===== config.mk =====
export PLATFORM = sky130hd
export DESIGN_NAME = bds_dispatch_ctrl
export DESIGN_NICKNAME = d
export VERILOG_FILES = /design/src/logic/bds_pkg.sv /design/src/logic/bds_dispatch_ctrl.sv
export SDC_FILE = /design/constraint.sdc
export NUM_CORES = 1
export LEC_CHECK = 0
export BUFFER_PORTS_ARGS = -buffer_cell sky130_fd_sc_hd__buf_4
export CORE_UTILIZATION = 35
export DETAILED_ROUTE_END_ITERATION = 10
export SETUP_SLACK_MARGIN = 0.1
export SLEW_MARGIN = 20
export SYNTH_ARGS = -nofsm -noshare
export SYNTH_HDL_FRONTEND = slang
export SYNTH_SLANG_ARGS = --single-unit
export TNS_END_PERCENT = 100

===== constraint.sdc =====
create_clock -name sys_clk -period 6.44 [get_ports sys_clk]
set_clock_uncertainty 0.2 [all_clocks]
set_input_delay 0.966 -clock sys_clk [delete_from_list [all_inputs] [get_ports sys_clk]]
set_output_delay 0.966 -clock sys_clk [all_outputs]
set_load 0.005 [all_outputs]

===== src/logic/bds_pkg.sv =====
package bds_pkg;

  // ----------------------------------------------------------------------
  // Operation classes presented by the decoder for each queue slot
  // ----------------------------------------------------------------------
  typedef enum logic [3:0] {
    OP_INT = 4'h0,
    OP_FP = 4'h1,
    OP_LDST = 4'h2,
    OP_LD_MULT = 4'h3,
    OP_LD_STRING = 4'h4,
    OP_ST_MULT = 4'h5,
    OP_ST_STRING = 4'h6,
    OP_WR_FIXED_EXC = 4'h7,
    OP_MOVE_EXC_CR = 4'h8,
    OP_BARRIER = 4'h9,
    OP_CTX_BARRIER = 4'hA,
    OP_WR_MSTATE = 4'hB,
    OP_INT_RETURN = 4'hC,
    OP_SYSTEM_CALL = 4'hD,
    OP_SYSREG = 4'hE,
    OP_CACHE_MGMT = 4'hF
  } bds_op_t;

  typedef enum logic [1:0] {
    UNIT_INTEGER = 2'b00,
    UNIT_FLOAT = 2'b01,
    UNIT_LOAD_STORE = 2'b10,
    UNIT_SYSREG = 2'b11
  } bds_unit_t;

  typedef enum logic [1:0] {
    REDIR_TARGET = 2'b00,
    REDIR_CORRECT = 2'b01,
    REDIR_REFETCH = 2'b10
  } bds_redir_t;

  typedef enum logic [1:0] {
    RCV_IDLE = 2'b00,
    RCV_GAP = 2'b01
  } bds_rcv_t;

  localparam int NUM_UNITS = 4;
  localparam int CQ_DEPTH_DEF = 6;
  localparam logic [NUM_UNITS-1:0] SINGLE_ISSUE_DEF = 4'hD;
  localparam int SER_COMPL = 0;
  localparam int SER_DISP = 1;
  localparam int SER_REFETCH = 2;
  localparam int REFETCH_GAP_CYC = 1;

  // ----------------------------------------------------------------------
  // Decode helpers
  // ----------------------------------------------------------------------
  function automatic bds_unit_t unit_of(input bds_op_t op);
    unique case (op)
      OP_INT: unit_of = UNIT_INTEGER;
      OP_FP: unit_of = UNIT_FLOAT;
      OP_LDST, OP_LD_MULT, OP_LD_STRING, OP_ST_MULT, OP_ST_STRING,
      OP_CACHE_MGMT: unit_of = UNIT_LOAD_STORE;
      default: unit_of = UNIT_SYSREG;
    endcase
  endfunction : unit_of

  // Returns {refetch, dispatch, completion} serialization flags.
  function automatic logic [2:0] ser_of(input bds_op_t op);
    unique case (op)
      OP_INT, OP_FP, OP_LDST: ser_of = 3'h0;
      OP_ST_MULT, OP_ST_STRING, OP_SYSREG, OP_CACHE_MGMT: ser_of = 3'h1;
      OP_CTX_BARRIER: ser_of = 3'h7;
      default: ser_of = 3'h3;
    endcase
  endfunction : ser_of

endpackage : bds_pkg


===== src/logic/bds_dispatch_ctrl.sv =====
// What this block does
// - Hold later instructions until a dispatch-serialized instruction retires.
// - Load multiples/strings, exception-register moves, barriers, state writes, calls dispatch-serialize.
// - Direct register multiples/strings and synchronizing instructions completion-serialize.
// - Context barrier blocks dispatch; after retiring, later instructions are refetched.
// - Dispatch up to two and retire up to two per cycle.
// - Track unit availability and stop when the needed unit cannot accept.
// - Unit unavailable if single-issue and occupied, or pipeline full.
// - On flow change reload the queue; dispatched work keeps executing.
// - Fold fetched branches out of the stream; not-taken folds request no fetch and purge nothing.
// - A taken folded branch requests its target from the cache the next cycle, unless a context-barrier refetch falls due in the same cycle.
// - A branch blocked on the condition register is predicted statically.
// - Misprediction purges queue and younger work, older work completes, refetch.
// - Link or count write then branch using it stops fetch until written.
// - When the count alone decides, ignore the condition dependency.
// - Count branch after count branch stops fetch until the first completes.
// - Conditional link branch after conditional link branch waits; unconditional one does not.
// - Second condition-dependent branch stops fetch until the first resolves.
// - A branch target modified by older instructions is waited for.
// - Only one outstanding prediction at a time.
// - Predicted-path work does not write back; full completion queue stops dispatch.
// - Misprediction flushes younger queue entries and renames, no state restore.
// - Correct-path fetch follows the flush after one clock cycle.
// - Completion-serialized work waits in its unit until older entries retire.
module bds_dispatch_ctrl #(
  parameter int CQ_DEPTH = bds_pkg::CQ_DEPTH_DEF,
  parameter logic [bds_pkg::NUM_UNITS-1:0] SINGLE_ISSUE = bds_pkg::SINGLE_ISSUE_DEF
) (
  input wire logic sys_clk,
  input wire logic reset,
  input wire logic [1:0] iq_valid,
  input wire bds_pkg::bds_op_t iq_op0,
  input wire bds_pkg::bds_op_t iq_op1,
  output logic [1:0] disp_go,
  input wire logic [bds_pkg::NUM_UNITS-1:0] unit_occupied,
  input wire logic [bds_pkg::NUM_UNITS-1:0] unit_pipe_full,
  input wire logic [1:0] cq_retire_cnt,
  output logic [1:0] retire_limit,
  output logic writeback_block,
  output logic cser_release,
  output logic [$clog2(CQ_DEPTH+1)-1:0] cq_count,
  input wire logic br_valid,
  input wire logic br_cond,
  input wire logic br_cr_dep,
  input wire logic br_ctr_dec,
  input wire logic br_ctr_decides,
  input wire logic br_to_lr,
  input wire logic br_to_ctr,
  input wire logic br_lk,
  input wire logic br_hint,
  input wire logic br_taken,
  input wire logic br_complete,
  input wire logic lr_write_pend,
  input wire logic ctr_write_pend,
  input wire logic cr_resolve,
  input wire logic cr_taken,
  output logic br_fold,
  output logic fetch_stall,
  output logic fetch_req,
  output bds_pkg::bds_redir_t fetch_req_kind,
  output logic iq_purge,
  output logic cq_flush,
  output logic [$clog2(CQ_DEPTH+1)-1:0] cq_flush_keep,
  output logic rename_discard
);

  localparam int CW = $clog2(CQ_DEPTH + 1);

  // ----------------------------------------------------------------------
  // Availability
  // ----------------------------------------------------------------------
  function automatic logic unit_avail(input bds_pkg::bds_unit_t u,
                                      input logic [bds_pkg::NUM_UNITS-1:0] occ,
                                      input logic [bds_pkg::NUM_UNITS-1:0] full);
    unit_avail = !(full[u] || (SINGLE_ISSUE[u] && occ[u]));
  endfunction : unit_avail

  logic [CW-1:0] occ_q, occ_d;
  logic dser_hold_q, dser_hold_d;
  logic refetch_q, refetch_d;
  logic [CW-1:0] dser_pos_q, dser_pos_d;
  logic cser_wait_q, cser_wait_d;
  logic [CW-1:0] cser_pos_q, cser_pos_d;
  logic pred_pend_q, pred_pend_d;
  logic pred_dir_q, pred_dir_d;
  logic [CW-1:0] pred_cq_q, pred_cq_d;
  logic ctr_br_pend_q, ctr_br_pend_d;
  logic lk_br_pend_q, lk_br_pend_d;
  bds_pkg::bds_rcv_t rcv_q, rcv_d;
  logic fetch_req_d, iq_purge_d, cq_flush_d, rename_discard_d;
  bds_pkg::bds_redir_t fetch_req_kind_d;
  logic [CW-1:0] cq_flush_keep_d;

  bds_pkg::bds_unit_t unit0, unit1;
  logic [2:0] ser0, ser1;
  logic [CW-1:0] retired, base_pos;
  logic mispredict, blocked, cr_dep_eff, br_stall, fold_taken, dser_done;

  assign unit0 = bds_pkg::unit_of(iq_op0);
  assign unit1 = bds_pkg::unit_of(iq_op1);
  assign ser0 = bds_pkg::ser_of(iq_op0);
  assign ser1 = bds_pkg::ser_of(iq_op1);
  assign retired = CW'(cq_retire_cnt);
  assign base_pos = occ_q - retired;
  assign mispredict = cr_resolve && pred_pend_q && (cr_taken != pred_dir_q);
  assign dser_done = dser_hold_q && (retired > dser_pos_q);
  assign blocked = dser_hold_q || mispredict || (rcv_q != bds_pkg::RCV_IDLE);

  // ----------------------------------------------------------------------
  // Dispatch
  // ----------------------------------------------------------------------
  always_comb begin
    disp_go = 2'b00;
    if (iq_valid[0] && !blocked && unit_avail(unit0, unit_occupied, unit_pipe_full)
        && (int'(occ_q) < CQ_DEPTH)
        && !(ser0[bds_pkg::SER_COMPL] && cser_wait_q)) begin
      disp_go[0] = 1'b1;
    end
    // The second slot only pairs with a first slot that is not dispatch-serialized, on another unit.
    if (disp_go[0] && iq_valid[1] && !ser0[bds_pkg::SER_DISP] && !ser1[bds_pkg::SER_COMPL]
        && (unit1 != unit0) && unit_avail(unit1, unit_occupied, unit_pipe_full)
        && (int'(occ_q) + 2 <= CQ_DEPTH)) begin
      disp_go[1] = 1'b1;
    end
  end

  // ----------------------------------------------------------------------
  // Branch folding and prediction
  // ----------------------------------------------------------------------
  always_comb begin
    cr_dep_eff = br_cond && br_cr_dep && !(br_ctr_dec && br_ctr_decides);
    br_stall = (br_to_lr && lr_write_pend) || (br_to_ctr && ctr_write_pend)
      || (br_ctr_dec && ctr_write_pend)
      || (ctr_br_pend_q && (br_ctr_dec || br_to_ctr))
      || (lk_br_pend_q && br_lk && br_cond)
      || (cr_dep_eff && pred_pend_q);
    fetch_stall = br_valid && br_stall;
    br_fold = br_valid && !br_stall && !mispredict && (rcv_q == bds_pkg::RCV_IDLE);
    fold_taken = cr_dep_eff ? br_hint : br_taken;
  end

  // ----------------------------------------------------------------------
  // Queue tracking, serialization and recovery
  // ----------------------------------------------------------------------
  always_comb begin
    occ_d = base_pos + CW'(disp_go[0]) + CW'(disp_go[1]);
    dser_hold_d = dser_hold_q;
    refetch_d = refetch_q;
    dser_pos_d = dser_pos_q - retired;
    cser_wait_d = cser_wait_q && (retired <= cser_pos_q);
    cser_pos_d = cser_pos_q - retired;
    pred_pend_d = pred_pend_q && !cr_resolve;
    pred_dir_d = pred_dir_q;
    pred_cq_d = pred_cq_q - retired;
    ctr_br_pend_d = ctr_br_pend_q && !br_complete;
    lk_br_pend_d = lk_br_pend_q && !br_complete;
    rcv_d = bds_pkg::RCV_IDLE;
    fetch_req_d = 1'b0;
    fetch_req_kind_d = bds_pkg::REDIR_TARGET;
    iq_purge_d = 1'b0;
    cq_flush_d = 1'b0;
    rename_discard_d = 1'b0;
    cq_flush_keep_d = cq_flush_keep;
    if (dser_done) begin
      dser_hold_d = 1'b0;
      refetch_d = 1'b0;
    end
    if (disp_go[0] && ser0[bds_pkg::SER_DISP]) begin
      dser_hold_d = 1'b1;
      refetch_d = ser0[bds_pkg::SER_REFETCH];
      dser_pos_d = base_pos;
    end else if (disp_go[1] && ser1[bds_pkg::SER_DISP]) begin
      dser_hold_d = 1'b1;
      refetch_d = ser1[bds_pkg::SER_REFETCH];
      dser_pos_d = base_pos + CW'(1);
    end
    if (disp_go[0] && ser0[bds_pkg::SER_COMPL]) begin
      cser_wait_d = 1'b1;
      cser_pos_d = base_pos;
    end
    if (br_fold) begin
      if (br_ctr_dec && br_cond) begin
        ctr_br_pend_d = 1'b1;
      end
      if (br_lk && br_cond) begin
        lk_br_pend_d = 1'b1;
      end
      if (cr_dep_eff) begin
        pred_pend_d = 1'b1;
        pred_dir_d = br_hint;
        pred_cq_d = occ_d;
      end
      if (fold_taken) begin
        fetch_req_d = 1'b1;
        fetch_req_kind_d = bds_pkg::REDIR_TARGET;
        iq_purge_d = 1'b1;
      end
    end
    if (dser_done && refetch_q) begin
      fetch_req_d = 1'b1;
      fetch_req_kind_d = bds_pkg::REDIR_REFETCH;
      iq_purge_d = 1'b1;
    end
    if (mispredict) begin
      occ_d = pred_cq_q - retired;
      cq_flush_keep_d = pred_cq_q - retired;
      cq_flush_d = 1'b1;
      rename_discard_d = 1'b1;
      iq_purge_d = 1'b1;
      fetch_req_d = 1'b0;
      rcv_d = bds_pkg::RCV_GAP;
      if (dser_pos_q >= pred_cq_q) begin
        dser_hold_d = 1'b0;
        refetch_d = 1'b0;
      end
      if (cser_pos_q >= pred_cq_q) begin
        cser_wait_d = 1'b0;
      end
    end
    if (rcv_q == bds_pkg::RCV_GAP) begin
      fetch_req_d = 1'b1;
      fetch_req_kind_d = bds_pkg::REDIR_CORRECT;
    end
  end

  always_ff @(posedge sys_clk or posedge reset) begin
    if (reset) begin
      occ_q <= '0;
      dser_hold_q <= 1'b0;
      refetch_q <= 1'b0;
      dser_pos_q <= '0;
      cser_wait_q <= 1'b0;
      cser_pos_q <= '0;
      pred_pend_q <= 1'b0;
      pred_dir_q <= 1'b0;
      pred_cq_q <= '0;
      ctr_br_pend_q <= 1'b0;
      lk_br_pend_q <= 1'b0;
      rcv_q <= bds_pkg::RCV_IDLE;
      fetch_req <= 1'b0;
      fetch_req_kind <= bds_pkg::REDIR_TARGET;
      iq_purge <= 1'b0;
      cq_flush <= 1'b0;
      rename_discard <= 1'b0;
      cq_flush_keep <= '0;
    end else begin
      occ_q <= occ_d;
      dser_hold_q <= dser_hold_d;
      refetch_q <= refetch_d;
      dser_pos_q <= dser_pos_d;
      cser_wait_q <= cser_wait_d;
      cser_pos_q <= cser_pos_d;
      pred_pend_q <= pred_pend_d;
      pred_dir_q <= pred_dir_d;
      pred_cq_q <= pred_cq_d;
      ctr_br_pend_q <= ctr_br_pend_d;
      lk_br_pend_q <= lk_br_pend_d;
      rcv_q <= rcv_d;
      fetch_req <= fetch_req_d;
      fetch_req_kind <= fetch_req_kind_d;
      iq_purge <= iq_purge_d;
      cq_flush <= cq_flush_d;
      rename_discard <= rename_discard_d;
      cq_flush_keep <= cq_flush_keep_d;
    end
  end

  // ----------------------------------------------------------------------
  // Completion side outputs
  // ----------------------------------------------------------------------
  always_comb begin
    cq_count = occ_q;
    writeback_block = pred_pend_q;
    cser_release = cser_wait_q && (cser_pos_q == '0);
    retire_limit = 2'h2;
    if (pred_pend_q) begin
      retire_limit = (pred_cq_q >= CW'(2)) ? 2'h2 : pred_cq_q[1:0];
    end
  end
endmodule : bds_dispatch_ctrl


==> results.rst, run 1 <==
.. list-table::
   :header-rows: 1

   * - Metric
     - Value
   * - Global route overflow
     - 0
   * - CP required
     - about 5.3 ns
   * - Internal power
     - around 460 uW
   * - Seq pwr share
     - 37.1%
   * - Commonest non-fill, non-tap cell in the layout
     - buf_4
   * - Setup repair after global routing missed its margin
     - no
   * - Hold Path Class
     - flip-flop to flip-flop
   * - Worst path cell trace
     - buf_4 -> ha_1 -> or3_1 -> a32o_1 -> a211oi_2 -> nor2_1 -> a2111oi_2 -> buf_4
   * - Count of mapped cells out of synthesis
     - between 200 and 250
   * - Fill cell count
     - ~520
   * - Share of power burned in the clock network
     - a little over an eighth
   * - Full die area
     - approximately 0.0059 sq mm
   * - Period utilisation layout
     - 62.6%
   * - Total area of sequential cells
     - 676 sq um
   * - Final count of pins violating max slew
     - 0
   * - NetSw
     - 298 uW
   * - Number of synthesized flops with an enable pin
     - 0
   * - Commonest cells after routing, fill and taps aside
     - buf_4, dfrtp_1, inv_1
   * - Proportion of layout cells with a drive suffix above 1
     - about a quarter
   * - MaxCap Viol Count
     - 0
   * - Result of the run
     - complete, no violations
   * - Final hold vios
     - 0
   * - CTS buffer count
     - 3
   * - Area growth from synthesis to layout
     - 27.0%
   * - Category of the worst setup path capture point
     - output pin
   * - Largest net degree at the start of global routing
     - 28
   * - Die H
     - 76.6 um
   * - Clk sink count
     - 27
   * - Switching part of the total power
     - a little under 40%
   * - Clock tree from TritonCTS
     - yes
   * - Leak pwr
     - 1.28 nW
   * - Total of endpoints with negative setup slack in the final report
     - 0
   * - Nets in the synthesized netlist
     - ~270
   * - Most common flop cell mapped by yosys
     - dfrtp_1
   * - Tmin final
     - a little over 4 ns
   * - Combined area of all synthesized cells
     - 0.00195 sq mm
   * - HPWL Detailed
     - approximately 3.6 mm
   * - Worst hold slack across all endpoints
     - roughly 0.31 ns
   * - Cell with the largest stage delay on the worst path
     - or3_1
   * - Die Wd
     - approximately 77 um
   * - Buffer cell driving the clock tree root
     - clkbuf_8
   * - Worst-Skew Late Latency
     - 0.27 ns
   * - Antenna violations before repair
     - 0
   * - # rows
     - 26
   * - Worst path max stage delay
     - between 0.3 and 0.4 ns
   * - Synthesized area per cell
     - 9.55 sq um
   * - Achievable clock frequency
     - about 0.25 GHz
   * - Top fanout value on the critical path
     - 8
   * - First DRT Iteration DRCs
     - 39
   * - Input/output buffers
     - 55
   * - Critical Path Start Type
     - primary input
   * - Number of buffers inserted by hold repair at cts
     - 0
   * - WP data arrival
     - between 2 and 3 ns
   * - Total via count after detailed routing
     - 1,660
   * - Count of pins on the block boundary
     - 57
   * - Worst supply voltage drop on vdd
     - around 0.0002 V
   * - Worst Setup Path Type
     - primary input to output pin
   * - CTS-repair resized insts
     - 0
   * - Syn. warnings
     - 0
   * - Gpl congestion
     - between 0.7 and 0.8
   * - Routed length per instance
     - around 14 um
   * - Yosys cell types
     - 40
   * - Placeable core region
     - 0.00524 sq mm
   * - Combinational fraction of design power
     - between 40% and 50%
   * - Family with the most delay on the worst path
     - compound AO/OA/AOI/OAI gates
   * - Total length of routed wires
     - between 4 and 5 mm
   * - Maximum clock insertion buffer count
     - 2
   * - Final-stage net count
     - between 300 and 400
   * - Sequential element share of the synthesized area
     - a little over a third
   * - Antenna diodes
     - 0
   * - Detailed-route vias per instance
     - roughly 5
   * - DR DRC count
     - 0
   * - Slew of the pin with the lowest slew margin
     - 0.604 ns
   * - Number of global-route vias before repair
     - 1,648
   * - Worst max-slew margin expressed relative to the limit
     - about three fifths
   * - # Post-CTS Setup Buffers
     - 0
   * - Cell mode on critical path
     - buf_4
   * - H-tree depth
     - 1
   * - Routed Antenna Nets
     - 0
   * - Clock transition at the registers of the reported paths
     - approximately 0.090 ns
   * - Wire length of the first global-routing pass
     - 7.91 mm
   * - Count of state elements after synthesis
     - 27
   * - Footprint of the multi-input gates
     - 0.00116 sq mm
   * - Global-route total usage across every layer
     - roughly 17%
   * - Share of async-settable or async-resettable flops after synthesis
     - 100%
   * - Accumulated negative setup slack
     - 0 ns
   * - Initial standard-cell utilization of the core
     - approximately 37%
   * - DRT Pass-1 Iters
     - 4
   * - Count of buffering cells on the critical path with inverters included
     - 2
   * - Power per unit of standard cell area
     - slightly above 300 mW/mm^2
==> synthesized netlist by cell type, drive strengths merged (3+ instances only) <==
library cell | n | area, sq um
a211oi | 6 | 55.1
a21o | 3 | 22.5
a21oi | 10 | 50.1
clkbuf | 3 | 11.3
dfrtp | 27 | 676
fa | 5 | 100
ha | 19 | 238
inv | 23 | 86.3
mux2 | 3 | 33.8
mux2i | 13 | 130
nand2 | 12 | 45.0
nand2b | 5 | 31.3
nand3 | 8 | 40.0
nor2 | 14 | 52.6
nor3 | 4 | 20.0
o211ai | 3 | 22.5
o21ai | 12 | 60.1
o22ai | 3 | 18.8
or3 | 4 | 25.0
xnor2 | 3 | 26.3
xor2 | 3 | 26.3
==> final cells by class <==
class	instances	share of cell area [%]
clock buffer	3	1.67
sequential	27	27.3
tap	70	3.54
clock inverter	1	0.303
timing repair buffer	55	16.7
multi-input combinational	149	47.0
inverter	23	3.49
==> path summary, 6_finish.rpt <==
path / startpoint / end / slack [ns] / cells past startpoint
worst max-delay path: iq_op0[1] / disp_go[1] / 2.41 / 8
worst min-delay path: cq_flush_keep[0] / cq_flush_keep[0] / 0.31 / 2
worst max register to register: cq_count[2] / cq_count[2] / 3.39 / 10
worst min register to register: cq_flush_keep[0] / cq_flush_keep[0] / 0.31 / 2
max in group asynchronous: reset / dser_pos_q[1] / 5.10 / 2
min in group asynchronous: reset / ctr_br_pend_q / 0.55 / 2
==> logic make-up after synthesis <==
kind of cell	after synthesis	share of synthesized area, %
buffers and inverters	28	5.65
adders and majority gates	24	17.3
and+or+nand+nor	54	13.7
xor gates and xnor gates	6	2.70
DFF	27	34.7
AOI/OAI and AO/OA	49	17.5
muxes	16	8.41
==> sequential cells by signal, summed over array words and instances (netlist names), 2 cells and up <==
| name | cells |
|---|---|
| dser_pos_q | 3 |
| pred_cq_q | 3 |
| fetch_req_kind | 2 |
| cq_count | 3 |
| cq_flush_keep | 3 |
| cser_pos_q | 3 |
==> metal layers <==
layer  share of wire [%]  wire (um)  global-route usage (%)  vias up
li1                    -          -                       -      829
met1                  48       2170                    22.6      791
met2                  47       2140                    28.2       36
met3                 4.0        181                    2.16        4
met4                0.66         30                    3.46        0
met5                   0          0                       0        -
==> worst reg2reg max path, stage by stage, from the launching register on <==
cell,delay [ns]
dfrtp_1,0.44
a211oi_1,0.36
nand3_1,0.14
a211oi_2,0.30
nor2_1,0.16
a2111o_1,0.33
fa_1,0.43
inv_1,0.07
ha_1,0.16
xor2_1,0.23
mux2i_1,0.11
==> power groups by stage <==
stage	Combinational (mW)	Clock [mW]	Sequential, mW
finish	0.379	0.0989	0.281
floorplan	0.254	0	0.272
detailed placement	0.380	0	0.285
CTS	0.383	0.102	0.282
global route	0.435	0.112	0.290
global placement	0.370	0	0.284
==> stage by stage <==
stage                     setup WS, ns  util, %  std cells  total power [mW]  instance area (sq um)
after global routing              2.30     47.2        328             0.838                   2470
after floorplan                   2.76        -        204             0.526                   1950
final                             2.41     47.2        328             0.759                   2470
after global placement            2.36     46.3        324             0.654                   2420
after CTS                         2.40     47.2        328             0.767                   2470
after detailed placement          2.35     46.3        324             0.665                   2420
No activity file was read; power rests on OpenSTA's default activity.
==> run 2: changes to the inputs <==
==> constraint.sdc (replaced) <==
create_clock -name sys_clk -period 3.3 [get_ports sys_clk]
set_clock_uncertainty 0.2 [all_clocks]
set_input_delay 0.495 -clock sys_clk [delete_from_list [all_inputs] [get_ports sys_clk]]
set_output_delay 0.495 -clock sys_clk [all_outputs]
set_load 0.005 [all_outputs]
==> run 2 against run 1 <==
Combinational power increased by 100%. Cell count increased by 3.0%. First-iteration DRC count increased by 7.7%. Design area increased by 3.9%. Count of clock-buffer cells in the layout unchanged. Via count increased by 0.54%. Die area unchanged. Clock power increased by 100%. Critical endpoint is now cq_count[2].
==> results.rst, run 2 (synthesis gave the netlist of run 1 again) <==
.. list-table::
   :header-rows: 1

   * - Metric
     - Value
   * - Result of the run
     - complete, no violations
   * - Antenna violations before repair
     - 0
   * - Category of the worst setup path capture point
     - flip-flop
   * - Count of pins on the block boundary
     - 57
   * - Cell depth of the worst setup path
     - 12
   * - Summed area of non-filler cells in the final layout
     - roughly 0.0026 sq mm
   * - Cell with the largest stage delay on the worst path
     - a2111o_1
   * - Family with the most delay on the worst path
     - compound AO/OA/AOI/OAI gates
   * - Clk sink count
     - 27
   * - Maximum clock insertion buffer count
     - 2
   * - Placeable core region
     - about 0.0052 sq mm
   * - Cell mode on critical path
     - ha_2
   * - Total of endpoints with negative setup slack in the final report
     - 0
   * - Largest net degree at the start of global routing
     - 28
   * - Total via count after detailed routing
     - 1,669
   * - CTS buffer count
     - 3
   * - H-tree depth
     - 1
   * - Clock tree from TritonCTS
     - yes
   * - Clock transition at the registers of the reported paths
     - between 0.1 and 0.15 ns
   * - Final count of pins violating max slew
     - 0
   * - Die Wd
     - between 70 and 80 um
   * - Gpl congestion
     - between 0.8 and 0.9
   * - Worst hold slack across all endpoints
     - a little under 0.07 ns
   * - DRT Pass-1 Iters
     - 4
   * - Antenna diodes
     - 0
   * - Cell area after placement
     - 0.00250 sq mm
   * - Detailed-route vias per instance
     - 4.94
   * - Die H
     - 76.6 um
   * - Routed Antenna Nets
     - 0
   * - Total length of routed wires
     - roughly 4.6 mm
   * - Top fanout value on the critical path
     - 3
   * - Worst supply voltage drop on vdd
     - between 0.0004 and 0.0005 V
   * - Count of buffering cells on the critical path with inverters included
     - 2
   * - DR DRC count
     - 0
   * - MaxCap Viol Count
     - 0
   * - HPWL Detailed
     - 3.69 mm
   * - Number of global-route vias before repair
     - 1,618
   * - Global-route total usage across every layer
     - between 15 and 20%
   * - Initial standard-cell utilization of the core
     - 37.2%
   * - Period utilisation layout
     - about 91%
   * - Worst path cell trace
     - buf_4 -> ha_2 -> or3_4 -> a32o_2 -> a211oi_2 -> nor2_1 -> a2111o_1 -> fa_2 -> inv_1 -> ha_2 -> xor2_2 -> mux2i_1
   * - Pre-CTS setup slack
     - -0.0380 ns
   * - Worst path max stage delay
     - roughly 0.4 ns
   * - Routed length per instance
     - between 10 and 15 um
   * - Wire length of the first global-routing pass
     - 7.96 mm
   * - Accumulated negative setup slack
     - 0 ns
   * - Setup repair after global routing missed its margin
     - no
   * - Hold Path Class
     - primary input to asynchronous set/reset pin
   * - Worst max-slew margin expressed relative to the limit
     - between 60% and 70%
   * - Fill cell count
     - 516
   * - CP required
     - between 3 and 4 ns
   * - # Post-CTS Setup Buffers
     - 0
   * - First DRT Iteration DRCs
     - 42
   * - WP data arrival
     - 2.96 ns
   * - Worst-Skew Late Latency
     - approximately 0.28 ns
   * - Commonest non-fill, non-tap cell in the layout
     - buf_4
   * - Final-stage net count
     - 330
   * - Buffer cell driving the clock tree root
     - clkbuf_8
   * - Final hold vios
     - 0
   * - Core utilization of the finished layout
     - a little under 50%
   * - Global route overflow
     - 0
   * - Worst Setup Path Type
     - primary input to flip-flop
   * - # rows
     - 26
   * - Critical Path Start Type
     - primary input
   * - Input/output buffers
     - 55
   * - Minimum setup slack in the final design
     - roughly 0.30 ns
   * - Achievable clock frequency
     - ~0.33 GHz
   * - Power per unit of standard cell area
     - about 590 mW/mm^2
   * - Leak pwr
     - between 1 and 1.5 nW
   * - Slew of the pin with the lowest slew margin
     - between 0.5 and 0.6 ns
   * - Full die area
     - 0.00587 sq mm
   * - Proportion of layout cells with a drive suffix above 1
     - between 30% and 40%
   * - Commonest cells after routing, fill and taps aside
     - buf_4, dfrtp_1, inv_1
   * - Tmin final
     - between 3 and 4 ns
   * - Area growth from synthesis to layout
     - 31.9%
   * - Depth of the worst register-to-register path
     - 10
## run 2: changes by cell type in the layout (fill, tap and decap cells not counted)
cell    before  now
or3_4        0    1
a32o_1       1    0
xor2_2       0    1
fa_2         0    1
ha_2         0    2
fa_1         5    4
or3_1        4    3
ha_1        19   17
xor2_1       3    2
buf_4       55   65
a32o_2       0    1
## run 2: worst reg2reg max path, stage by stage, from the launching register on
cell and delay, ns:
dfrtp_1 0.44, a211oi_1 0.35, nand3_1 0.14, a211oi_2 0.24, nor2_1 0.09, a2111o_1 0.40, fa_2 0.33, inv_1 0.07
ha_2 0.19, xor2_2 0.17, mux2i_1 0.11
## run 2: power breakdown
part / switching [mW] / internal [mW]
registers: 0.101 / 0.449
clock network: 0.113 / 0.0859
logic: 0.378 / 0.380
total: 0.592 / 0.915
## run 2: final cells by class
class	instances	area (sq um)	share of cell area (%)
Timing Repair Buffer	65	488	19.0
Clock buffer	3	41.3	1.61
Clock inverter	1	7.51	0.292
Sequential cell	27	676	26.3
Multi-Input combinational cell	149	1180	46.1
Tap cell	70	87.6	3.41
Inverter	23	86.3	3.36
## run 2: path summary, 6_finish.rpt
kind,startpoint,end,slack [ns]
max,iq_op0[0],cq_count[2],0.30
min,reset,fetch_req,0.07
max reg2reg,cq_count[2],cq_count[2],0.45
min reg2reg,cq_flush_keep[0],cq_flush_keep[0],0.30
max in group asynchronous,reset,cser_pos_q[0],2.44
min in group sys_clk,br_complete,lk_br_pend_q,0.19
## run 2: per-stage QoR
stage / instances / total power, mW
2_1_floorplan: 204 / 1.03
3_3_place_gp: 334 / 1.29
3_5_place_dp: 334 / 1.31
4_1_cts: 338 / 1.51
5_1_grt: 338 / 1.67
6_report: 338 / 1.51
## run 2: routing by layer
layer	global-route usage [%]	up-vias	part of all wire, %
li1	-	849	-
met1	24.1	781	50
met2	27.1	37	46
met3	1.56	2	3.7
met4	3.46	0	0.46
met5	0	-	0
## run 2: timing repair
action,CTS,global route
hold endpoints to repair,0,0
resized for setup,0,6
hold buffers,0,0
setup endpoints to repair,0,2
